**src/include/mdb_pkg.sv**
```systemverilog
// Package: constants, register map and carriers for the brightness engine
`default_nettype none

package mdb_pkg;

	// ==========================================================
	// Register map (byte addresses)
	// ==========================================================
	localparam int         ADDR_W        = 8;
	localparam logic [7:0] ADDR_CFG      = 8'h00;
	localparam logic [7:0] ADDR_BRIGHT_H = 8'h04;
	localparam logic [7:0] ADDR_BRIGHT_L = 8'h08;
	localparam logic [7:0] ADDR_COMPUTED_GAIN_STATUS = 8'h0c;
	localparam logic [7:0] ADDR_DUTY_H   = 8'h10;
	localparam logic [7:0] ADDR_DUTY_L   = 8'h14;

	localparam logic [1:0] RESP_OKAY   = 2'h0;
	localparam logic [1:0] RESP_SLVERR = 2'h2;

	// ==========================================================
	// Configuration field layout and reset values
	// ==========================================================
	localparam int         CFG_W     = 6;
	localparam logic [5:0] CFG_RST   = 6'h00;
	localparam logic [7:0] BRIGHT_RST = 8'h00;

	typedef struct packed {
		logic       exp_curve;   // bit 5
		logic       src_reg;     // bit 4
		logic       mixed_en;    // bit 3
		logic       derate_en;   // bit 2
		logic [1:0] tpoint;      // bits 1:0
	} mdb_cfg_t;

	// ==========================================================
	// Arithmetic constants
	// ==========================================================
	localparam logic [15:0] FULL16     = 16'hffff;
	localparam logic [15:0] TP_STEP    = 16'h2000;  // 12.5 % of scale
	localparam logic [15:0] EXP_FACTOR = 16'hf604;  // 0.961 in Q0.16
	localparam logic [7:0]  EXP_TOP    = 8'hff;     // Top step index
	localparam logic [7:0]  GAIN_MAX   = 8'hff;
	localparam int          QUOT_W     = 16;

	typedef struct packed {
		logic [7:0]  gain;
		logic [15:0] duty;
	} mdb_result_t;

	localparam mdb_result_t RESULT_RST = '{gain: 8'h00, duty: 16'h0000};

endpackage : mdb_pkg

`default_nettype wire

```
**src/rtl/mdb_engine.sv**
```systemverilog
// Mixed dimming brightness engine with AXI4-Lite register access
//
// Our own choices: the register addresses and the AXI4-Lite slave port.
`timescale 1ns/1ps
`default_nettype none

module mdb_engine
	import mdb_pkg::*;
#(
	parameter int CNT_W  = 16,
	parameter int MEAS_W = 24,
	parameter int CH     = 4
) (
	// Clock and reset
	input  wire logic              mclk,
	input  wire logic              rst_n,
	// AXI4-Lite write address
	input  wire logic              s_axi_awvalid,
	output logic                   s_axi_awready,
	input  wire logic [ADDR_W-1:0] s_axi_awaddr,
	input  wire logic [2:0]        s_axi_awprot,
	// AXI4-Lite write data
	input  wire logic              s_axi_wvalid,
	output logic                   s_axi_wready,
	input  wire logic [31:0]       s_axi_wdata,
	input  wire logic [3:0]        s_axi_wstrb,
	// AXI4-Lite write response
	output logic                   s_axi_bvalid,
	input  wire logic              s_axi_bready,
	output logic [1:0]             s_axi_bresp,
	// AXI4-Lite read address
	input  wire logic              s_axi_arvalid,
	output logic                   s_axi_arready,
	input  wire logic [ADDR_W-1:0] s_axi_araddr,
	input  wire logic [2:0]        s_axi_arprot,
	// AXI4-Lite read data
	output logic                   s_axi_rvalid,
	input  wire logic              s_axi_rready,
	output logic [31:0]            s_axi_rdata,
	output logic [1:0]             s_axi_rresp,
	// Brightness pulse input pin
	input  wire logic              brightness_pulse_input,
	// Channel drive
	output logic [CH-1:0]          sink_pwm,
	output logic [7:0]             current_gain,
	output logic                   thermal_derating_enable
);

	typedef enum logic [2:0] {ST_IDLE, ST_EXP, ST_SPLIT, ST_DIV, ST_WAIT}
		mdb_state_t;

	function automatic logic addr_mapped(input logic [ADDR_W-1:0] a);
		return a == ADDR_CFG || a == ADDR_BRIGHT_H || a == ADDR_BRIGHT_L ||
			a == ADDR_COMPUTED_GAIN_STATUS || a == ADDR_DUTY_H || a == ADDR_DUTY_L;
	endfunction : addr_mapped

	logic [1:0]          rst_sync_reg;
	logic                rst_i;
	mdb_cfg_t            cfg_reg;
	logic [7:0]          bright_h_reg;
	logic [7:0]          bright_l_reg;
	logic [ADDR_W-1:0]   aw_addr_reg;
	logic [31:0]         w_data_reg;
	logic                w_lane0_reg;
	logic                do_write;
	logic [2:0]          pin_sync_reg;
	logic                pin_level_reg;
	logic                pin_level_d_reg;
	logic [MEAS_W-1:0]   per_cnt_reg;
	logic [MEAS_W-1:0]   hi_cnt_reg;
	logic [MEAS_W-1:0]   meas_per_reg;
	logic [MEAS_W-1:0]   meas_hi_reg;
	logic                meas_start_reg;
	logic                meter_busy;
	logic                meter_done;
	logic [15:0]         meter_quot;
	logic [15:0]         meas_duty_reg;
	mdb_state_t          state_reg;
	logic [15:0]         bright_reg;
	logic [15:0]         acc_reg;
	logic [7:0]          steps_reg;
	logic [31:0]         exp_prod;
	logic [15:0]         tp_level;
	logic                mix_start_reg;
	logic                mix_done;
	logic [15:0]         mix_quot;
	mdb_result_t         pend_reg;
	mdb_result_t         act_reg;
	logic [CNT_W-1:0]    pwm_cnt_reg;
	logic                pwm_on;

	// ==========================================================
	// Reset release
	// ==========================================================
	always_ff @(posedge mclk or negedge rst_n) begin
		if (!rst_n)
			rst_sync_reg <= 2'b00;
		else
			rst_sync_reg <= {rst_sync_reg[0], 1'b1};
	end
	assign rst_i = rst_sync_reg[1];

	// ==========================================================
	// AXI4-Lite write channel
	// ==========================================================
	assign do_write = !s_axi_awready && !s_axi_wready && !s_axi_bvalid;

	always_ff @(posedge mclk or negedge rst_i) begin
		if (!rst_i) begin
			s_axi_awready <= 1'b1;
			s_axi_wready  <= 1'b1;
			s_axi_bvalid  <= 1'b0;
			s_axi_bresp   <= RESP_OKAY;
			aw_addr_reg   <= '0;
			w_data_reg    <= 32'h0000_0000;
			w_lane0_reg   <= 1'b0;
		end else begin
			if (s_axi_awvalid && s_axi_awready) begin
				aw_addr_reg   <= s_axi_awaddr;
				s_axi_awready <= 1'b0;
			end else if (do_write) begin
				s_axi_awready <= 1'b1;
			end
			if (s_axi_wvalid && s_axi_wready) begin
				w_data_reg   <= s_axi_wdata;
				w_lane0_reg  <= s_axi_wstrb[0];
				s_axi_wready <= 1'b0;
			end else if (do_write) begin
				s_axi_wready <= 1'b1;
			end
			if (do_write) begin
				s_axi_bvalid <= 1'b1;
				s_axi_bresp  <= addr_mapped(aw_addr_reg) ? RESP_OKAY
					: RESP_SLVERR;
			end else if (s_axi_bready) begin
				s_axi_bvalid <= 1'b0;
			end
		end
	end

	// Writable registers; status words ignore writes
	always_ff @(posedge mclk or negedge rst_i) begin
		if (!rst_i) begin
			cfg_reg      <= CFG_RST;
			bright_h_reg <= BRIGHT_RST;
			bright_l_reg <= BRIGHT_RST;
		end else if (do_write && w_lane0_reg) begin
			unique case (aw_addr_reg)
				ADDR_CFG:      cfg_reg      <= w_data_reg[CFG_W-1:0];
				ADDR_BRIGHT_H: bright_h_reg <= w_data_reg[7:0];
				ADDR_BRIGHT_L: bright_l_reg <= w_data_reg[7:0];
				default: ;
			endcase
		end
	end

	// ==========================================================
	// AXI4-Lite read channel
	// ==========================================================
	always_ff @(posedge mclk or negedge rst_i) begin
		if (!rst_i) begin
			s_axi_arready <= 1'b1;
			s_axi_rvalid  <= 1'b0;
			s_axi_rdata   <= 32'h0000_0000;
			s_axi_rresp   <= RESP_OKAY;
		end else if (s_axi_arvalid && s_axi_arready) begin
			s_axi_arready <= 1'b0;
			s_axi_rvalid  <= 1'b1;
			s_axi_rresp   <= addr_mapped(s_axi_araddr) ? RESP_OKAY
				: RESP_SLVERR;
			unique case (s_axi_araddr)
				ADDR_CFG:      s_axi_rdata <= 32'(cfg_reg);
				ADDR_BRIGHT_H: s_axi_rdata <= 32'(bright_h_reg);
				ADDR_BRIGHT_L: s_axi_rdata <= 32'(bright_l_reg);
				ADDR_COMPUTED_GAIN_STATUS: s_axi_rdata <= 32'(act_reg.gain);
				ADDR_DUTY_H:   s_axi_rdata <= 32'(act_reg.duty[15:8]);
				ADDR_DUTY_L:   s_axi_rdata <= 32'(act_reg.duty[7:0]);
				default:       s_axi_rdata <= 32'h0000_0000;
			endcase
		end else if (s_axi_rvalid && s_axi_rready) begin
			s_axi_rvalid  <= 1'b0;
			s_axi_arready <= 1'b1;
		end
	end

	// ==========================================================
	// Pulse input measurement
	// ==========================================================
	always_ff @(posedge mclk or negedge rst_i) begin
		if (!rst_i) begin
			pin_sync_reg    <= 3'b000;
			pin_level_reg   <= 1'b0;
			pin_level_d_reg <= 1'b0;
		end else begin
			pin_sync_reg <= {pin_sync_reg[1:0], brightness_pulse_input};
			if (pin_sync_reg[1] == pin_sync_reg[2])
				pin_level_reg <= pin_sync_reg[2];
			pin_level_d_reg <= pin_level_reg;
		end
	end

	// Period and high time, captured at each rising edge
	always_ff @(posedge mclk or negedge rst_i) begin
		if (!rst_i) begin
			per_cnt_reg    <= '0;
			hi_cnt_reg     <= '0;
			meas_per_reg   <= '0;
			meas_hi_reg    <= '0;
			meas_start_reg <= 1'b0;
		end else begin
			meas_start_reg <= 1'b0;
			if (pin_level_reg && !pin_level_d_reg) begin
				meas_per_reg   <= per_cnt_reg;
				meas_hi_reg    <= hi_cnt_reg;
				meas_start_reg <= !meter_busy;
				per_cnt_reg    <= MEAS_W'(1);
				hi_cnt_reg     <= MEAS_W'(1);
			end else begin
				if (~&per_cnt_reg)
					per_cnt_reg <= per_cnt_reg + MEAS_W'(1);
				if (pin_level_reg && ~&hi_cnt_reg)
					hi_cnt_reg <= hi_cnt_reg + MEAS_W'(1);
			end
		end
	end

	mdb_divider #(.W(MEAS_W)) u_meter (
		.mclk  (mclk),
		.rst_n (rst_i),
		.start (meas_start_reg),
		.num   (meas_hi_reg),
		.den   (meas_per_reg),
		.busy  (meter_busy),
		.done  (meter_done),
		.quot  (meter_quot)
	);

	always_ff @(posedge mclk or negedge rst_i) begin
		if (!rst_i)
			meas_duty_reg <= 16'h0000;
		else if (meter_done)
			meas_duty_reg <= meter_quot;
	end

	// ==========================================================
	// Brightness computation
	// ==========================================================
	assign exp_prod = acc_reg * EXP_FACTOR;
	assign tp_level = 16'((cfg_reg.tpoint + 2'b01) * TP_STEP);

	always_ff @(posedge mclk or negedge rst_i) begin
		if (!rst_i) begin
			state_reg     <= ST_IDLE;
			bright_reg    <= 16'h0000;
			acc_reg       <= 16'h0000;
			steps_reg     <= 8'h00;
			mix_start_reg <= 1'b0;
			pend_reg      <= RESULT_RST;
		end else begin
			mix_start_reg <= 1'b0;
			unique case (state_reg)
				ST_IDLE: begin
					if (cfg_reg.exp_curve) begin
						acc_reg <= FULL16;
						// Only the low byte or top measured byte
						steps_reg <= EXP_TOP - (cfg_reg.src_reg ? bright_l_reg
							: meas_duty_reg[15:8]);
						state_reg <= ST_EXP;
					end else begin
						bright_reg <= cfg_reg.src_reg
							? {bright_h_reg, bright_l_reg}
							: meas_duty_reg;
						state_reg <= ST_SPLIT;
					end
				end
				ST_EXP: begin
					// One multiply by 0.961 per remaining step
					if (steps_reg == 8'h00) begin
						bright_reg <= acc_reg;
						state_reg  <= ST_SPLIT;
					end else begin
						acc_reg   <= exp_prod[31:16];
						steps_reg <= steps_reg - 8'h01;
					end
				end
				ST_SPLIT: begin
					if (!cfg_reg.mixed_en) begin
						pend_reg  <= '{gain: GAIN_MAX, duty: bright_reg};
						state_reg <= ST_IDLE;
					end else if (bright_reg >= tp_level) begin
						// Unity slope gain, duty full on
						pend_reg  <= '{gain: bright_reg[15:8], duty: FULL16};
						state_reg <= ST_IDLE;
					end else begin
						mix_start_reg <= 1'b1;
						state_reg     <= ST_DIV;
					end
				end
				ST_DIV: state_reg <= ST_WAIT;
				ST_WAIT: begin
					if (mix_done) begin
						// Minimum gain, duty scaled to 16 bits
						pend_reg  <= '{gain: tp_level[15:8], duty: mix_quot};
						state_reg <= ST_IDLE;
					end
				end
			endcase
		end
	end

	mdb_divider #(.W(16)) u_mixer (
		.mclk  (mclk),
		.rst_n (rst_i),
		.start (mix_start_reg),
		.num   (bright_reg),
		.den   (tp_level),
		.busy  (),
		.done  (mix_done),
		.quot  (mix_quot)
	);

	// ==========================================================
	// PWM generation and output drive
	// ==========================================================
	assign pwm_on = act_reg.duty == FULL16 ||
		pwm_cnt_reg < act_reg.duty;

	always_ff @(posedge mclk or negedge rst_i) begin
		if (!rst_i) begin
			pwm_cnt_reg <= '0;
			act_reg     <= RESULT_RST;
		end else begin
			pwm_cnt_reg <= pwm_cnt_reg + CNT_W'(1);
			if (&pwm_cnt_reg)
				act_reg <= pend_reg;
		end
	end

	always_ff @(posedge mclk or negedge rst_i) begin
		if (!rst_i) begin
			sink_pwm                <= '0;
			current_gain            <= 8'h00;
			thermal_derating_enable <= 1'b0;
		end else begin
			sink_pwm                <= {CH{pwm_on}};
			current_gain            <= act_reg.gain;
			thermal_derating_enable <= cfg_reg.derate_en;
		end
	end

endmodule : mdb_engine

`default_nettype wire

```
**src/rtl/mdb_divider.sv**
```systemverilog
// Sequential fractional divider: quot = num * 2^16 / den, saturating
`timescale 1ns/1ps
`default_nettype none

module mdb_divider
	import mdb_pkg::*;
#(
	parameter int W = 24
) (
	// Clock and reset
	input  wire logic              mclk,
	input  wire logic              rst_n,
	// Request
	input  wire logic              start,
	input  wire logic [W-1:0]      num,
	input  wire logic [W-1:0]      den,
	// Answer
	output logic                   busy,
	output logic                   done,
	output logic [QUOT_W-1:0]      quot
);

	logic [W:0]          rem_reg;
	logic [W-1:0]        den_reg;
	logic [4:0]          step_reg;
	logic [W:0]          shifted;

	assign shifted = {rem_reg[W-1:0], 1'b0};

	// ==========================================================
	// Restoring division, one quotient bit per cycle
	// ==========================================================
	always_ff @(posedge mclk or negedge rst_n) begin
		if (!rst_n) begin
			rem_reg  <= '0;
			den_reg  <= '0;
			step_reg <= 5'h00;
			busy     <= 1'b0;
			done     <= 1'b0;
			quot     <= 16'h0000;
		end else begin
			done <= 1'b0;
			if (start && !busy) begin
				if (den == '0 || num >= den) begin
					// Ratio of one or more clips to full scale
					quot <= FULL16;
					done <= 1'b1;
				end else begin
					rem_reg  <= {1'b0, num};
					den_reg  <= den;
					step_reg <= 5'(QUOT_W);
					busy     <= 1'b1;
				end
			end else if (busy) begin
				if (shifted >= {1'b0, den_reg}) begin
					rem_reg <= shifted - {1'b0, den_reg};
					quot    <= {quot[QUOT_W-2:0], 1'b1};
				end else begin
					rem_reg <= shifted;
					quot    <= {quot[QUOT_W-2:0], 1'b0};
				end
				step_reg <= step_reg - 5'h01;
				if (step_reg == 5'h01) begin
					busy <= 1'b0;
					done <= 1'b1;
				end
			end
		end
	end

endmodule : mdb_divider

`default_nettype wire

```
**config.mk**
```make
export PLATFORM = sky130hd
export DESIGN_NAME = mdb_engine
export DESIGN_NICKNAME = d
export VERILOG_FILES = /design/src/include/mdb_pkg.sv /design/src/rtl/mdb_engine.sv /design/src/rtl/mdb_divider.sv
export SDC_FILE = /design/constraint.sdc
export NUM_CORES = 1
export LEC_CHECK = 0
export ABC_AREA = 1
export ABC_CLOCK_PERIOD_IN_PS = 26800
export BUFFER_PORTS_ARGS = -buffer_cell sky130_fd_sc_hd__buf_2
export CORE_MARGIN = 1
export CORE_UTILIZATION = 35
export CTS_BUF_LIST = sky130_fd_sc_hd__clkbuf_4 sky130_fd_sc_hd__clkbuf_8
export CTS_CLUSTER_DIAMETER = 200
export CTS_CLUSTER_SIZE = 25
export DETAILED_ROUTE_END_ITERATION = 6
export GPL_TIMING_DRIVEN = 0
export PLACE_DENSITY_LB_ADDON = 0.08
export SLEW_MARGIN = 15
export SYNTH_ARGS = -nofsm -noshare
export SYNTH_HDL_FRONTEND = slang
export SYNTH_SLANG_ARGS = --single-unit
```
**constraint.sdc**
```tcl
create_clock -name mclk -period 26.8 [get_ports mclk]
set_clock_uncertainty 0.1 [all_clocks]
set_input_delay 1.34 -clock mclk [delete_from_list [all_inputs] [get_ports mclk]]
set_output_delay 1.34 -clock mclk [all_outputs]
set_load 0.01 [all_outputs]
```
After elaboration in Yosys (flattened, before gate mapping). Cells that the tools add are included.

Output and inout port bits: 54. Register bits: 431. Bits of input ports: 66.

$mul: 1. Reductions and logical operators: 62. Bitwise operators: 2. Eq/ne operators: 29. Muxes and demuxes: 79. $lt $le $gt $ge: 5. Add/subtract/negate cells: 10.

Operators with widths (number): $mux 24 (11); $mux 16 (15); $pmux 16 s2 (2); $add 24x1->24 const B (2); $pmux 24 s2 (1); $pmux 8 s6 (1); $reduce_and 24->1 (2); $eq 8x4->1 const B (4); $eq 8x5->1 const B (4); $mux 1 (31); $mul 16x14->30 const B (1); $mux 5 (6); $ge 25x24->1 (1); $ge 24x24->1 (1); $logic_not 24->1 (1); $logic_not 8->1 (3); $mux 8 (3); $sub 24x24->24 (1); $reduce_and 2->1 (10); $ne 2x2->1 const B (9); $reduce_bool 2->1 (9); $ge 17x16->1 (1); $add 16x1->16 const B (1); $eq 16x16->1 const B (1); other kinds (27) (67).

Longest topological paths before layout.
Word-level depth: 7. Mapped depth: 24. Depth with buffers taken out: 24.

Cells and area by module. From an unflattened synthesis, not the netlist that was laid out.

Cells, all modules: 3669. Area total of the unflattened synthesis: 28018.1 um^2.

Modules (own cells, without submodules): mdb_engine (instances 1, cells each 2117, area each 17822.1 um^2, seq. area each 7310.8 um^2); mdb_divider (u_meter) (instances 1, cells each 946, area each 5982.0 um^2, seq. area each 1776.7 um^2); mdb_divider (u_mixer) (instances 1, cells each 606, area each 4214.0 um^2, seq. area each 1376.3 um^2).

Worst setup path before layout. Ideal clock, no wire load.

Path type: register to register. Start point: register acc_reg[2]. End point: register acc_reg[10]. Slack: 21824 ps. Buffers on the path: 0. Period minus slack after synthesis: 4976 ps. Stages on the path, launching flop included: 21. Arrival: 4757 ps. Cell sequence: dfrtp_1 > inv_1 > fa_1 > inv_1 > fa_1 > inv_1 > fa_1 > inv_1 > fa_1 > ha_1 > inv_1 > fa_1 > inv_1 > ha_1 > a21oi_1 > o21ai_0 > a21oi_1 > nand2_1 > a21oi_1 > nor2_1 > o21a_1.

Longest elaborated chain between the ends: 3.

RTL lines: start, declared (line mdb_engine.sv:80) `logic [15:0] acc_reg;`; start signal, assigned (line mdb_engine.sv:282) `acc_reg <= exp_prod[31:16];`; $mul 16x14->30 (line mdb_engine.sv:248) `assign exp_prod = acc_reg * EXP_FACTOR;`; $mux 16 (line mdb_engine.sv:278) `if (steps_reg == 8'h00) begin`; $pmux 16 s2 (line mdb_engine.sv:261) `unique case (state_reg)`.

Every way passes these cells. The select of a mux whose other input is x is not followed. A chain may end at the register's enable or synchronous reset.

Worst setup path in the final report. Ends and elaborated chain as after synthesis.

==> results.txt <==
share of the synthesized area in the top cell type = 39.6%
Rows = 98
Vias/cell = 4.90
CP endpoint kind = flip-flop
post-detail-place hpwl = 58.4 mm
total wire length = 73.5 mm
cell area after synthesis = 25400 um^2
post-route ant nets = 0
antenna violations before repair = 0
Mean Syn Cell Area = 7.79 um^2
CP Max Fanout = 5
CTS tree = yes
CTS clk-pin slew, worst paths = 0.19 ns
Diodes inserted = 0
port bufs = 60
global-route wire length before repair = 117 mm
Fmax = 0.182 GHz
unrepaired setup endpoints after global routing = no
Die ar. = 73700 um^2
via count = 21200
GR Util All Layers = 19.8%
vias in the first global route = 21200
CP arrival = 5.96 ns
wire per inst = 16.9 um
Synth area leader = dfrtp_1
CTS sink count = 405
Slew HR = 43.0%
Hold Buf Count CTS = 0
largest net degree at the start of global routing = 60
status = finished, final reports clean
# DRC = 0
fin crit share = 20.4%
Synth warnings = 0
setup bufs post-CTS = 0
Die H = 271 um
post_cts resized = 0
Synth Flop Type = dfrtp_1
sequential area share after synthesis = 39.9%
area grow syn2layout = 8.59%
asr flop ratio synth = 100%
Initial Util = 35.5%
GP Congestion = 0.883
drt pass-1 iters = 5
CTS root buf = clkbuf_8
CTS buffer count = 20
placed cell count = 4303
die width = 271 um
final cell count without fillers = 4339
post-synthesis instance total = 3261
Core ar. = 71600 um^2
most common library cells after synthesis = nand2_1 (761), inv_1 (527), dfrtp_1 (402)
setup TNS = 0 ns
clk buf depth = 3
H-tree levels = 1
grt total ovfl = 0
Hold Vio Cnt, Final = 0
Post-synth EDFFs = 0
DR iter-0 viols = 1319
IO Pins = 120
max-slew violations = 0
Slew @ Worst Pin = 0.854 ns
ratio of cells with drive above 1 in the final layout = 6.26%
crit path launch type = flip-flop
Seq cells post-synth = 405
Unique masters post-synth = 56
largest cells by area after synthesis = dfrtp_1 (40%), nand2_1 (11%), ha_1 (9.1%)
dominant cell by count in the synthesized netlist = nand2_1
critical path class = flip-flop to flip-flop
crit path time final = 5.48 ns
critical path required time = 27.28 ns
Worst-Skew Late Latency = 0.66 ns
worst hold path class = flip-flop to asynchronous set/reset pin
endpoints failing setup = 0
Max Cap Viol = 0
Nets = 3684
==> area by class of cell <==
class,instances,area [um^2]
clock inverters,2,23.8
plain buffers,122,634
flip-flops and latches,405,10100
fillers,7617,44000
multi-input cells,2217,12700
inverters,542,2030
repair buffers,67,485
well taps,950,1190
clock buffers,34,387
==> routing by layer <==
| layer | vias up | GRT usage (%) | share of wire, % |
|---|---|---|---|
| met2 | 311 | 34.7 | 49 |
| met4 | 0 | 4.26 | 2.2 |
| met3 | 78 | 1.79 | 2.8 |
| met1 | 10200 | 26.4 | 46 |
| li1 | 10600 | - | - |
| met5 | - | 0 | 0 |
==> worst paths after layout <==
check / depth (start not counted) / from / to / slack (ns)
setup reg to reg: 20 / acc_reg[2] / acc_reg[10] / 21.32
setup / recovery: 20 / acc_reg[2] / acc_reg[10] / 21.32
max in group asynchronous: 2 / rst_sync_reg[1] / s_axi_arready / 25.16
hold reg to reg: 0 / rst_sync_reg[1] / u_meter.rem_reg[9] / 0.27
min in group mclk: 0 / rst_sync_reg[0] / rst_sync_reg[1] / 0.27
hold / removal: 0 / rst_sync_reg[1] / u_meter.rem_reg[9] / 0.27
==> cell usage in the layout, fill, tap and decap left out, types with 5 or more instances in the layout <==
cell | netlist | layout
conb_1 | 2 | 27
clkbuf_8 | 0 | 21
xnor2_1 | 11 | 11
buf_2 | 27 | 87
a211oi_1 | 6 | 6
o21a_1 | 6 | 6
a21oi_1 | 133 | 133
o22ai_1 | 8 | 8
o31ai_1 | 11 | 11
o211ai_1 | 17 | 17
inv_1 | 527 | 527
nor3_1 | 35 | 35
inv_2 | 9 | 9
xor2_1 | 41 | 41
clkbuf_4 | 0 | 13
fa_1 | 59 | 59
ha_1 | 184 | 184
buf_4 | 30 | 30
buf_16 | 0 | 6
clkbuf_1 | 58 | 58
nor2_1 | 249 | 249
mux2_2 | 6 | 6
nand2_1 | 761 | 761
nand4_1 | 54 | 54
or2_2 | 7 | 7
clkinv_1 | 6 | 6
o21ai_0 | 302 | 302
nand3_1 | 192 | 192
nor4_1 | 13 | 13
dfrtp_1 | 402 | 401
a31oi_1 | 11 | 11
o21ai_1 | 31 | 31
nand2_2 | 5 | 5
nand3_2 | 5 | 5
==> per-stage QoR <==
| step | instance area (um^2) | hold WS, ns | util, % | worst slack (ns) |
|---|---|---|---|---|
| 3_3_place_gp | 27000 | 0.237 | 37.7 | 8.96 |
| 3_5_place_dp | 27200 | 0.238 | 38.0 | 21.33 |
| 5_1_grt | 27600 | 0.271 | 38.5 | 20.97 |
| 4_1_cts | 27600 | 0.270 | 38.5 | 21.33 |
| 2_1_floorplan | 25500 | 0.231 | - | 14.58 |
| 6_report | 27600 | 0.267 | 38.5 | 21.32 |
==> cells by family (layout without fill, tap and decap cells) <==
group	after synthesis	after routing	share of synthesized area, %
other	2	27	0.0296
AO/OA/AOI/OAI	551	551	11.7
multiplexers	6	6	0.266
flip-flops	405	405	39.9
AND/OR/NAND/NOR	1337	1337	22.1
adder cells (fa/ha/maj)	244	244	13.8
XOR/XNOR	52	52	1.79
buffers and inverters	664	767	10.5
==> worst max-delay path: stages (launching register included) <==
cell and delay (ns):
dfrtp_1 0.50, inv_1 0.20, fa_1 0.58, inv_1 0.06
fa_1 0.53, inv_1 0.05, fa_1 0.52, inv_1 0.05
fa_1 0.48, ha_1 0.29, inv_1 0.05, fa_1 0.49
inv_1 0.04, ha_1 0.34, a21oi_1 0.24, o21ai_0 0.13
a21oi_1 0.14, nand2_1 0.15, a21oi_1 0.21, nor2_1 0.06
o21a_1 0.18
Power is not shown: default switching activity piles up to over one toggle a cycle in this logic, so the estimate is an artifact.
